[config.mk]
export PLATFORM = sky130hd
export DESIGN_NAME = dcm_top
export DESIGN_NICKNAME = d
export VERILOG_FILES = /design/src/hdl/dcm_pkg.sv /design/src/hdl/dcm_cmd_decode.sv /design/src/hdl/dcm_amp_power.sv /design/src/hdl/dcm_top.sv
export SDC_FILE = /design/constraint.sdc
export NUM_CORES = 1
export LEC_CHECK = 0
export ABC_AREA = 1
export BUFFER_PORTS_ARGS = -buffer_cell sky130_fd_sc_hd__clkbuf_2
export CELL_PAD_IN_SITES_DETAIL_PLACEMENT = 0
export CELL_PAD_IN_SITES_GLOBAL_PLACEMENT = 2
export CORE_MARGIN = 4
export CORE_UTILIZATION = 29
export DETAILED_ROUTE_END_ITERATION = 16
export PLACE_DENSITY = 0.91
export SLEW_MARGIN = 40
export SYNTH_ARGS = -nofsm -noshare
export SYNTH_HDL_FRONTEND = slang
export SYNTH_SLANG_ARGS = --single-unit
export TNS_END_PERCENT = 1
[constraint.sdc]
create_clock -name clk -period 3.95 [get_ports clk]
set_input_delay 0.395 -clock clk [delete_from_list [all_inputs] [get_ports clk]]
set_output_delay 0.395 -clock clk [all_outputs]
set_load 0.03 [all_outputs]
[src/hdl/dcm_pkg.sv]
// Constants, types and command codes shared by the DAC control and monitor block
// What this block does
// RULE_01 - Special commands decode only with both register-select bits zero, address as code.
// RULE_02 - Code 001100 writes the control register, or reads it back when read bit set.
// RULE_03 - Power-down output state bit: set gives high impedance (default), clear 100k load.
// RULE_04 - Reference level bit: set 2.5 V, clear 1.25 V; default depends on variant.
// RULE_05 - Amplifier boost bit raises bias when set; clear, reduced bias, is default.
// RULE_06 - Reference source bit: set internal reference, clear external reference (default).
// RULE_07 - With monitor enabled, each monitor-select command routes the chosen channel out.
// RULE_08 - With monitor disabled (default), the shared pin is the last channel's output.
// RULE_09 - Thermal protect bit powers down all amplifiers above 130 C; default disabled.
// RULE_10 - After thermal shutdown, soft power-up re-enables amplifiers only below 130 C.
// RULE_11 - Values written to control bits 7, 1 and 0 are ignored.
// RULE_12 - Each toggle-enable bit puts its eight-channel group in or out of toggle mode.
// RULE_13 - Toggle bits ascend: lowest bit channels 0-7, highest bit channels 32-39.
// RULE_14 - In toggle mode each load strobe swaps a channel between its A and B codes.
// RULE_15 - Monitor-select is code 001010; upper six data bits address, lower eight ignored.
// RULE_16 - Host sets monitor enable before any monitor-select that routes a channel.
// RULE_17 - Monitor addresses 0-38 route that channel; 39-62 give undefined results.
// RULE_18 - Monitor address 63 puts the monitor output in high impedance.
// RULE_19 - While monitoring, the last channel pin is the monitor, not its own DAC.
// RULE_20 - Soft reset command returns all internal registers to defaults; the code keeps the amplifier power state.
// RULE_21 - Readback returns last written defined bits, zero for bits without function.
package dcm_pkg;

  // Channel organisation
  localparam int NUM_CH         = 40;
  localparam int GROUP_SIZE     = 8;
  localparam int NUM_GROUPS     = 5;
  localparam int DATA_W         = 14;
  localparam int ADDR_W         = 6;

  // Register-select code for the special-function space
  localparam logic [1:0] SEL_SFR = 2'h0;

  // Special-function command codes
  localparam logic [5:0] CMD_SOFT_PD  = 6'h08;
  localparam logic [5:0] CMD_SOFT_PU  = 6'h09;
  localparam logic [5:0] CMD_MON_SEL  = 6'h0a;
  localparam logic [5:0] CMD_CTRL     = 6'h0c;
  localparam logic [5:0] CMD_SOFT_RST = 6'h0f;

  // Control register field positions
  localparam int CR_PD_STATE   = 13;
  localparam int CR_REF_LEVEL  = 12;
  localparam int CR_BOOST      = 11;
  localparam int CR_REF_INT    = 10;
  localparam int CR_MON_EN     = 9;
  localparam int CR_THERM_EN   = 8;
  localparam int CR_TOGGLE_LSB = 2;

  // Control register reset value (reference level bit added per variant) and defined bits
  localparam logic [13:0] CTRL_RESET   = 14'h2000;
  localparam logic [13:0] CTRL_DEFINED = 14'h3f7c;

  // Monitor data field and special addresses
  localparam int MON_ADDR_LSB             = 8;
  localparam logic [5:0] MON_LAST_ROUTED  = 6'h26;
  localparam logic [5:0] MON_HIZ_ADDR     = 6'h3f;

  // Incoming command word from the host interface
  typedef struct packed {
    logic              rw;
    logic [1:0]        reg_sel;
    logic [ADDR_W-1:0] addr;
    logic [DATA_W-1:0] data;
  } dcm_cmd_s;

  // Decoded special-function strobes
  typedef struct packed {
    logic ctrl_wr;
    logic ctrl_rd;
    logic mon_sel;
    logic soft_pd;
    logic soft_pu;
    logic soft_rst;
  } dcm_dec_s;

  // Amplifier power states
  typedef enum logic [2:0] {
    AMP_ON       = 3'b001,
    AMP_SOFT_PD  = 3'b010,
    AMP_THERM_PD = 3'b100
  } dcm_amp_e;

endpackage : dcm_pkg

[src/hdl/dcm_cmd_decode.sv]
// Special-function command decoder
`timescale 1ns/1ps
module dcm_cmd_decode
  import dcm_pkg::*;
(
  input  wire logic     cmd_valid,
  input  dcm_cmd_s      cmd,
  output dcm_dec_s      dec
);

  // True when the word targets the special-function space with a given code
  function automatic logic is_sfr(input dcm_cmd_s c, input logic [5:0] code);
    is_sfr = (c.reg_sel == SEL_SFR) && (c.addr == code);  // [RULE_01]
  endfunction : is_sfr

  // One strobe per recognised command
  always_comb begin
    dec          = '0;
    dec.ctrl_wr  = cmd_valid && is_sfr(cmd, CMD_CTRL) && !cmd.rw;  // [RULE_02]
    dec.ctrl_rd  = cmd_valid && is_sfr(cmd, CMD_CTRL) && cmd.rw;   // [RULE_02]
    dec.mon_sel  = cmd_valid && is_sfr(cmd, CMD_MON_SEL) && !cmd.rw;  // [RULE_15]
    dec.soft_pd  = cmd_valid && is_sfr(cmd, CMD_SOFT_PD) && !cmd.rw;
    dec.soft_pu  = cmd_valid && is_sfr(cmd, CMD_SOFT_PU) && !cmd.rw;
    dec.soft_rst = cmd_valid && is_sfr(cmd, CMD_SOFT_RST) && !cmd.rw;
  end

endmodule : dcm_cmd_decode

[src/hdl/dcm_amp_power.sv]
// Amplifier power state: soft power-down, soft power-up and thermal shutdown
`timescale 1ns/1ps
module dcm_amp_power
  import dcm_pkg::*;
(
  input  wire logic clk,
  input  wire logic sys_rst,
  input  wire logic protect_en,
  input  wire logic over_temp,
  input  wire logic soft_pd,
  input  wire logic soft_pu,
  output dcm_amp_e  amp_state
);

  typedef struct packed {
    dcm_amp_e state;
  } dcm_pwr_s;

  dcm_pwr_s s_q;
  dcm_pwr_s s_d;

  // Next power state
  always_comb begin
    s_d = s_q;
    case (s_q.state)
      AMP_ON: begin
        if (protect_en && over_temp) begin
          s_d.state = AMP_THERM_PD;  // [RULE_09]
        end else if (soft_pd) begin
          s_d.state = AMP_SOFT_PD;
        end
      end
      AMP_SOFT_PD: begin
        if (soft_pu && !(protect_en && over_temp)) begin
          s_d.state = AMP_ON;
        end
      end
      AMP_THERM_PD: begin
        if (soft_pu && !over_temp) begin
          s_d.state = AMP_ON;  // [RULE_10]
        end else if (soft_pd) begin
          s_d.state = AMP_SOFT_PD;
        end
      end
      default: begin
        s_d.state = AMP_ON;
      end
    endcase
  end

  // State register
  always_ff @(posedge clk) begin
    if (sys_rst) begin
      s_q.state <= AMP_ON;
    end else begin
      s_q <= s_d;
    end
  end

  assign amp_state = s_q.state;

endmodule : dcm_amp_power

[src/hdl/dcm_top.sv]
// Control register, channel monitor select and toggle logic of the 40-channel DAC
`timescale 1ns/1ps
module dcm_top
  import dcm_pkg::*;
#(
  parameter bit REF_LEVEL_DEFAULT = 1'b1
)
(
  input  wire logic                clk,
  input  wire logic                sys_rst,
  input  wire logic                cmd_valid,
  input  dcm_cmd_s                 cmd,
  input  wire logic                over_temp_pin,
  input  wire logic                load_dac_strobe_n,
  output logic                     rd_valid,
  output logic [DATA_W-1:0]        rd_data,
  output logic                     powerdown_output_state,
  output logic                     ref_level_select,
  output logic                     amp_boost,
  output logic                     ref_source_internal,
  output logic                     monitor_enable_bit,
  output logic                     thermal_protect_enable,
  output logic [NUM_GROUPS-1:0]    group_toggle_enables,
  output logic [NUM_CH-1:0]        channel_toggle_mode,
  output logic [NUM_CH-1:0]        channel_b_select,
  output logic                     amps_powered,
  output logic                     thermal_shutdown,
  output logic [ADDR_W-1:0]        monitor_channel,
  output logic                     monitor_route_active,
  output logic                     monitor_output_hiz,
  output logic                     monitor_undefined,
  output logic                     last_channel_output_is_dac
);

  // Elaboration checks on the channel organisation
  if (NUM_CH != NUM_GROUPS * GROUP_SIZE) begin : g_chk_groups
    $error("channel count must equal groups times group size");
  end
  if (NUM_CH > 63) begin : g_chk_addr
    $error("channel count must leave address 63 free");
  end

  // State of the block except the amplifier power state held in u_power
  typedef struct packed {
    logic [DATA_W-1:0] ctrl;
    logic [ADDR_W-1:0] mon_ch;
    logic              mon_sel_seen;
    logic [NUM_CH-1:0] tmode;
    logic [NUM_CH-1:0] bsel;
    logic [1:0]        ot_sync;
    logic [2:0]        load_dac_strobe_sync;
    logic              rd_valid;
    logic [DATA_W-1:0] rd_data;
    logic              route;
    logic              hiz;
    logic              undef;
    logic              last_dac;
    logic              powered;
    logic              therm;
  } dcm_state_s;

  dcm_state_s s_q;
  dcm_state_s s_d;
  dcm_dec_s   dec;
  dcm_amp_e   amp_state;
  logic       over_temp;
  logic       load_dac_strobe_fall;

  // Control register value after power-up or soft reset
  function automatic logic [DATA_W-1:0] ctrl_default(input logic ref_lvl);
    logic [DATA_W-1:0] v;
    v               = CTRL_RESET;
    v[CR_REF_LEVEL] = ref_lvl;  // [RULE_04]
    ctrl_default    = v;
  endfunction : ctrl_default

  // Expand the five group bits into one toggle flag per channel
  function automatic logic [NUM_CH-1:0] expand_groups(input logic [NUM_GROUPS-1:0] g);
    logic [NUM_CH-1:0] m;
    m = '0;
    for (int c = 0; c < NUM_CH; c++) begin
      m[c] = g[c / GROUP_SIZE];  // [RULE_13]
    end
    expand_groups = m;
  endfunction : expand_groups

  // Command decoder
  dcm_cmd_decode u_decode (
    .cmd_valid (cmd_valid),
    .cmd       (cmd),
    .dec       (dec)
  );

  // Amplifier power control
  dcm_amp_power u_power (
    .clk        (clk),
    .sys_rst    (sys_rst),
    .protect_en (s_q.ctrl[CR_THERM_EN]),
    .over_temp  (over_temp),
    .soft_pd    (dec.soft_pd),
    .soft_pu    (dec.soft_pu),
    .amp_state  (amp_state)
  );

  // Synchronised pin levels and load strobe falling edge
  assign over_temp = s_q.ot_sync[1];
  assign load_dac_strobe_fall = !s_q.load_dac_strobe_sync[1] && s_q.load_dac_strobe_sync[2];

  // Next state
  always_comb begin
    logic write_ok;
    logic [ADDR_W-1:0] addr;
    write_ok = 1'b0;
    addr     = '0;
    s_d      = s_q;

    // Pin synchronisers, the first stage feeds only the second
    s_d.ot_sync   = {s_q.ot_sync[0], over_temp_pin};
    s_d.load_dac_strobe_sync = {s_q.load_dac_strobe_sync[1:0], load_dac_strobe_n};

    // Control and monitor-select writes are dropped while soft powered down; soft reset still applies
    write_ok = (amp_state != AMP_SOFT_PD);

    // Control register write keeps only the defined bits
    if (dec.ctrl_wr && write_ok) begin
      s_d.ctrl = cmd.data & CTRL_DEFINED;  // [RULE_02] [RULE_11]
    end

    // Monitor select: upper data bits form the channel address
    if (dec.mon_sel && write_ok) begin
      s_d.mon_ch       = cmd.data[MON_ADDR_LSB +: ADDR_W];  // [RULE_15]
      s_d.mon_sel_seen = 1'b1;  // [RULE_07]
    end

    // Readback answers one cycle after the read command
    s_d.rd_valid = dec.ctrl_rd;  // [RULE_02]
    if (dec.ctrl_rd) begin
      s_d.rd_data = s_q.ctrl & CTRL_DEFINED;  // [RULE_21]
    end

    // Soft reset returns the control, monitor select and B select registers to their defaults; the amplifier power state is kept
    if (dec.soft_rst) begin
      s_d.ctrl         = ctrl_default(REF_LEVEL_DEFAULT);  // [RULE_20]
      s_d.mon_ch       = '0;
      s_d.mon_sel_seen = 1'b0;
      s_d.bsel         = '0;
    end

    // Toggle mode per channel from the group enables
    s_d.tmode = expand_groups(s_d.ctrl[CR_TOGGLE_LSB +: NUM_GROUPS]);  // [RULE_12]

    // Load strobe swaps A and B for toggling channels, others stay on A
    for (int c = 0; c < NUM_CH; c++) begin
      if (!s_d.tmode[c]) begin
        s_d.bsel[c] = 1'b0;
      end else if (load_dac_strobe_fall && !dec.soft_rst) begin
        s_d.bsel[c] = !s_q.bsel[c];  // [RULE_14]
      end
    end

    // Monitor routing from the enable bit and the last selected address
    addr       = s_d.mon_ch;
    s_d.route  = 1'b0;
    s_d.hiz    = 1'b0;
    s_d.undef  = 1'b0;
    if (s_d.ctrl[CR_MON_EN] && s_d.mon_sel_seen) begin
      if (addr == MON_HIZ_ADDR) begin
        s_d.hiz = 1'b1;  // [RULE_18]
      end else if (addr <= MON_LAST_ROUTED) begin
        s_d.route = 1'b1;  // [RULE_17] [RULE_07]
      end else begin
        s_d.undef = 1'b1;  // [RULE_17]
      end
    end

    // The last channel pin is the DAC output unless monitoring is on
    s_d.last_dac = !s_d.ctrl[CR_MON_EN];  // [RULE_08] [RULE_19]

    // Power status flags
    s_d.powered = (amp_state == AMP_ON);
    s_d.therm   = (amp_state == AMP_THERM_PD);  // [RULE_09]
  end

  // State register
  always_ff @(posedge clk) begin
    if (sys_rst) begin
      s_q              <= '0;
      s_q.ctrl         <= ctrl_default(REF_LEVEL_DEFAULT);  // [RULE_03] [RULE_05] [RULE_06]
      s_q.ot_sync      <= 2'h0;
      s_q.load_dac_strobe_sync    <= 3'h7;
      s_q.last_dac     <= 1'b1;  // [RULE_08]
      s_q.powered      <= 1'b1;
    end else begin
      s_q <= s_d;
    end
  end

  // Outputs straight from the state register
  assign rd_valid                   = s_q.rd_valid;
  assign rd_data                    = s_q.rd_data;
  assign powerdown_output_state     = s_q.ctrl[CR_PD_STATE];  // [RULE_03]
  assign ref_level_select           = s_q.ctrl[CR_REF_LEVEL];  // [RULE_04]
  assign amp_boost                  = s_q.ctrl[CR_BOOST];  // [RULE_05]
  assign ref_source_internal        = s_q.ctrl[CR_REF_INT];  // [RULE_06]
  assign monitor_enable_bit         = s_q.ctrl[CR_MON_EN];
  assign thermal_protect_enable     = s_q.ctrl[CR_THERM_EN];
  assign group_toggle_enables       = s_q.ctrl[CR_TOGGLE_LSB +: NUM_GROUPS];
  assign channel_toggle_mode        = s_q.tmode;
  assign channel_b_select           = s_q.bsel;
  assign amps_powered               = s_q.powered;
  assign thermal_shutdown           = s_q.therm;
  assign monitor_channel            = s_q.mon_ch;
  assign monitor_route_active       = s_q.route;
  assign monitor_output_hiz         = s_q.hiz;
  assign monitor_undefined          = s_q.undef;
  assign last_channel_output_is_dac = s_q.last_dac;

endmodule : dcm_top

==> flow_metrics.env <==
export IMPL_place_ws_ps=1870
export IMPL_grt_pass1_wl_um=14600
export IMPL_tns_ps=0
export IMPL_slew_limit_headroom_pct=63.5
export IMPL_tightest_slew_ps=547
export IMPL_r2r_cells=11
export IMPL_vdd_drop_max_mv=0.182
export IMPL_dp_hpwl_um=6520
export IMPL_crit_slowest_cell="buf_4"
export IMPL_pwr_density_cell_nw_per_um2=364
export IMPL_synth_cell_area_um2=4370
export IMPL_crit_top_cell="nand2_1"
export IMPL_hold_violations=0
export IMPL_drcViolationCount=0
export IMPL_cts_hold_buf=0
export IMPL_p_int_mw=1.32
export IMPL_rsz0062_at_grt="false"
export IMPL_area_growth_pct=9.11
export IMPL_status="complete, no violations"
export IMPL_syn_inst=605
export IMPL_final_nets=669
export IMPL_htreeDepth=3
export IMPL_switching_power_mw=0.414
export IMPL_synth_cell_types=26
export IMPL_endpoint_kind="register"
export IMPL_core_area_um2=14600
export IMPL_cts_sink_count=84
export IMPL_viasPerCell=3.88
export IMPL_post_cts_setup_buffers=0
export IMPL_hp_class="in2reg"
export IMPL_critPathMaxFanout=40
export IMPL_die_h_um=131
export IMPL_cts_root_buf="clkbuf_16"
export IMPL_cts_buffers=9
export IMPL_switching_share_pct=23.8
export IMPL_num_rows=44
export IMPL_grtUsageTotal_pct=11.1
export IMPL_vias=3217
export IMPL_routedWlPerCell_um=10.9
export IMPL_multi_input_area_um2=1340
export IMPL_setup_slack_ps=2240
export IMPL_n_antenna_cell=0
export IMPL_die_x_um=131
export IMPL_post_route_min_period_ps=1710
export IMPL_cp_arrival_ps=1940
export IMPL_die_area_um2=17100
export IMPL_clk_pin_slew_ps=70
export IMPL_gp_congestion=0.735
export IMPL_wirelength_um=9040
export IMPL_cts_resized=0
export IMPL_cp_required_ps=4190
export IMPL_ys_seq_area_share_pct=38.5
export IMPL_min_from="over_temp_pin"
export IMPL_total_power_mw=1.74
export IMPL_r2r_slack_ps=2280
export IMPL_fin_worst_skew_ps=4.32
export IMPL_cts_tree="yes"
export IMPL_final_cell_area_um2=4770
export IMPL_antenna_found_initial=0
export IMPL_ant_nets=0
export IMPL_hold_depth=3
export IMPL_ioPinCount=146
export IMPL_insertion_delay_ps=340
export IMPL_cpLargestDelayFamily="simple AND/OR/NAND/NOR gates"
export IMPL_combPwrFrac_pct=4.6
export IMPL_drive_above_1_share_pct=29.6
export IMPL_grt_pass1_vias=2940
export IMPL_start_util_pct=29.8
export IMPL_critical_path_class="in2reg"
export IMPL_cp_num_cells=10
export IMPL_ys_ff_latch=84
export IMPL_crit_path_cell_trace="clkbuf_2 -> nor2_4 -> nand2_1 -> nor3_2 -> nand2_2 -> nand2_1 -> buf_4 -> o21ai_0 -> inv_1 -> nor2_1"
export IMPL_place_area_um2=4480
export IMPL_regArea_um2=1680
export IMPL_firstDrtPassIters=4
export IMPL_max_freq_mhz=586
export IMPL_clockPowerShare_pct=46.4
export IMPL_grt_ovfl_total=0
export IMPL_setup_viol=0
export IMPL_fillerInstances=1587
export IMPL_port_buffers=139
export IMPL_slowest_delay_ps=350
export IMPL_hold_end="s_d[25]"
export IMPL_cp_num_buf_inv=3
export IMPL_report_final_slew_viol_count=0
export IMPL_reg2reg_to="monitor_route_active"
export IMPL_grt_max_degree=41
export IMPL_drt_initial_drc_count=135
export IMPL_synth_warning_count=0
export IMPL_r2r_start="u_power.amp_state[0]"
export IMPL_cp_start_kind="primary input"
export IMPL_avgSynthCellArea_um2=7.22
export IMPL_maxCapViolCount=0
export IMPL_pwr_share_seq_pct=49.0
export IMPL_cts_buffer_depth=2
export IMPL_post_route_period_util_pct=43.2
export IMPL_power_leakage_nw=2.19
## metrics by stage
stage / cells / hold slack, ps / utilization, %
after floorplan: 607 / 388 / -
after global placement: 814 / 392 / 30.6
after detailed placement: 814 / 396 / 30.6
after CTS: 830 / 217 / 32.6
after global routing: 830 / 224 / 32.6
final: 830 / 238 / 32.6
## synthesized netlist by cell type
master | n | area [um^2]
a21oi_1 | 21 | 105
dfxtp_1 | 84 | 1680
conb_1 | 1 | 3.75
nor3_2 | 2 | 20.0
nand3_1 | 17 | 85.1
inv_1 | 131 | 492
nor3_1 | 3 | 15.0
nor2_8 | 1 | 20.0
nor3_4 | 3 | 48.8
nor2_4 | 4 | 45.0
nand3_2 | 1 | 10.0
o21ai_1 | 1 | 5.00
clkbuf_1 | 12 | 45.0
o21ai_0 | 58 | 290
nor2_1 | 65 | 244
a211oi_2 | 2 | 25.0
a211oi_4 | 2 | 40.0
or2_2 | 2 | 12.5
nand2_2 | 2 | 12.5
nor2_2 | 3 | 18.8
nand2_1 | 73 | 274
nand2_4 | 3 | 33.8
buf_4 | 105 | 788
buf_12 | 1 | 20.0
inv_2 | 7 | 26.3
o21a_1 | 1 | 7.51
## power groups by stage
stage	sequential, mW	clock [mW]	combinational, mW
2_1_floorplan	0.870	0	0.0546
3_3_place_gp	0.870	0	0.0810
3_5_place_dp	0.870	0	0.0815
4_1_cts	0.850	0.841	0.0819
5_1_grt	0.850	0.872	0.0935
6_report	0.850	0.807	0.0800
## sequential cells by signal (all words and copies together) (netlist names)
| signal | flops |
|---|---|
| thermal_shutdown | 1 |
| over_temp | 1 |
| ref_level_select | 1 |
| amp_boost | 1 |
| monitor_channel | 6 |
| thermal_protect_enable | 1 |
| monitor_enable_bit | 1 |
| monitor_undefined | 1 |
| s_d | 3 |
| powerdown_output_state | 1 |
| amps_powered | 1 |
| group_toggle_enables | 5 |
| monitor_route_active | 1 |
| u_power.amp_state | 3 |
| channel_b_select | 40 |
| monitor_output_hiz | 1 |
| s_q | 2 |
| rd_data | 11 |
| last_channel_output_is_dac | 1 |
| rd_valid | 1 |
| ref_source_internal | 1 |
## tightest hold or removal path, cell delays in order
cell and delay [ps]:
clkbuf_2 80, inv_1 40, nor2_1 30
## logic make-up after synthesis
| kind of cell | count (synthesis) | synth area share (%) |
|---|---|---|
| buf+inv | 256 | 31.4 |
| simple gates | 179 | 19.2 |
| compound gates | 85 | 10.8 |
| flops | 84 | 38.5 |
| other cells | 1 | 0.0858 |
## metal layers
layer / track usage, % / vias to the layer above / part of all wire, %
li1: - / 1763 / -
met1: 14.7 / 1347 / 48
met2: 16.6 / 98 / 43
met3: 3.58 / 9 / 7.5
met4: 4.90 / 0 / 1.8
met5: 0 / - / 0
## cell usage in the layout, fill, tap and decap left out, drive strengths merged
cell | netlist | layout
clkbuf | 12 | 149
dfxtp | 84 | 84
nand2 | 78 | 78
a21oi | 21 | 21
a211oi | 4 | 4
o21ai | 59 | 59
inv | 138 | 140
nor2 | 73 | 73
nor3 | 8 | 8
o21a | 1 | 1
clkinv | 0 | 3
conb | 1 | 3
buf | 106 | 2
clkinvlp | 0 | 1
or2 | 2 | 2
nand3 | 18 | 18
## layout make-up
cell class                 count  area share (%)
multi-input combinational    267            28.1
clock inverter                 6           0.997
tap                          184            4.83
sequential                    84            35.3
timing repair buffer         141            14.9
clock buffer                  10            5.01
inverter                     138            10.9
## how the worst max path moves through the flow
stage | startpoint | slack (ps) | to
2_1_floorplan | cmd[21] | 2390 | monitor_route_active
3_3_place_gp | cmd_valid | 1670 | rd_data[2]
3_5_place_dp | cmd[21] | 1870 | channel_b_select[12]
4_1_cts | cmd[21] | 2230 | channel_b_select[12]
5_1_grt | cmd[21] | 2000 | channel_b_select[18]
6_report | cmd[21] | 2240 | channel_b_select[34]
(Power assumes the default switching activity.)
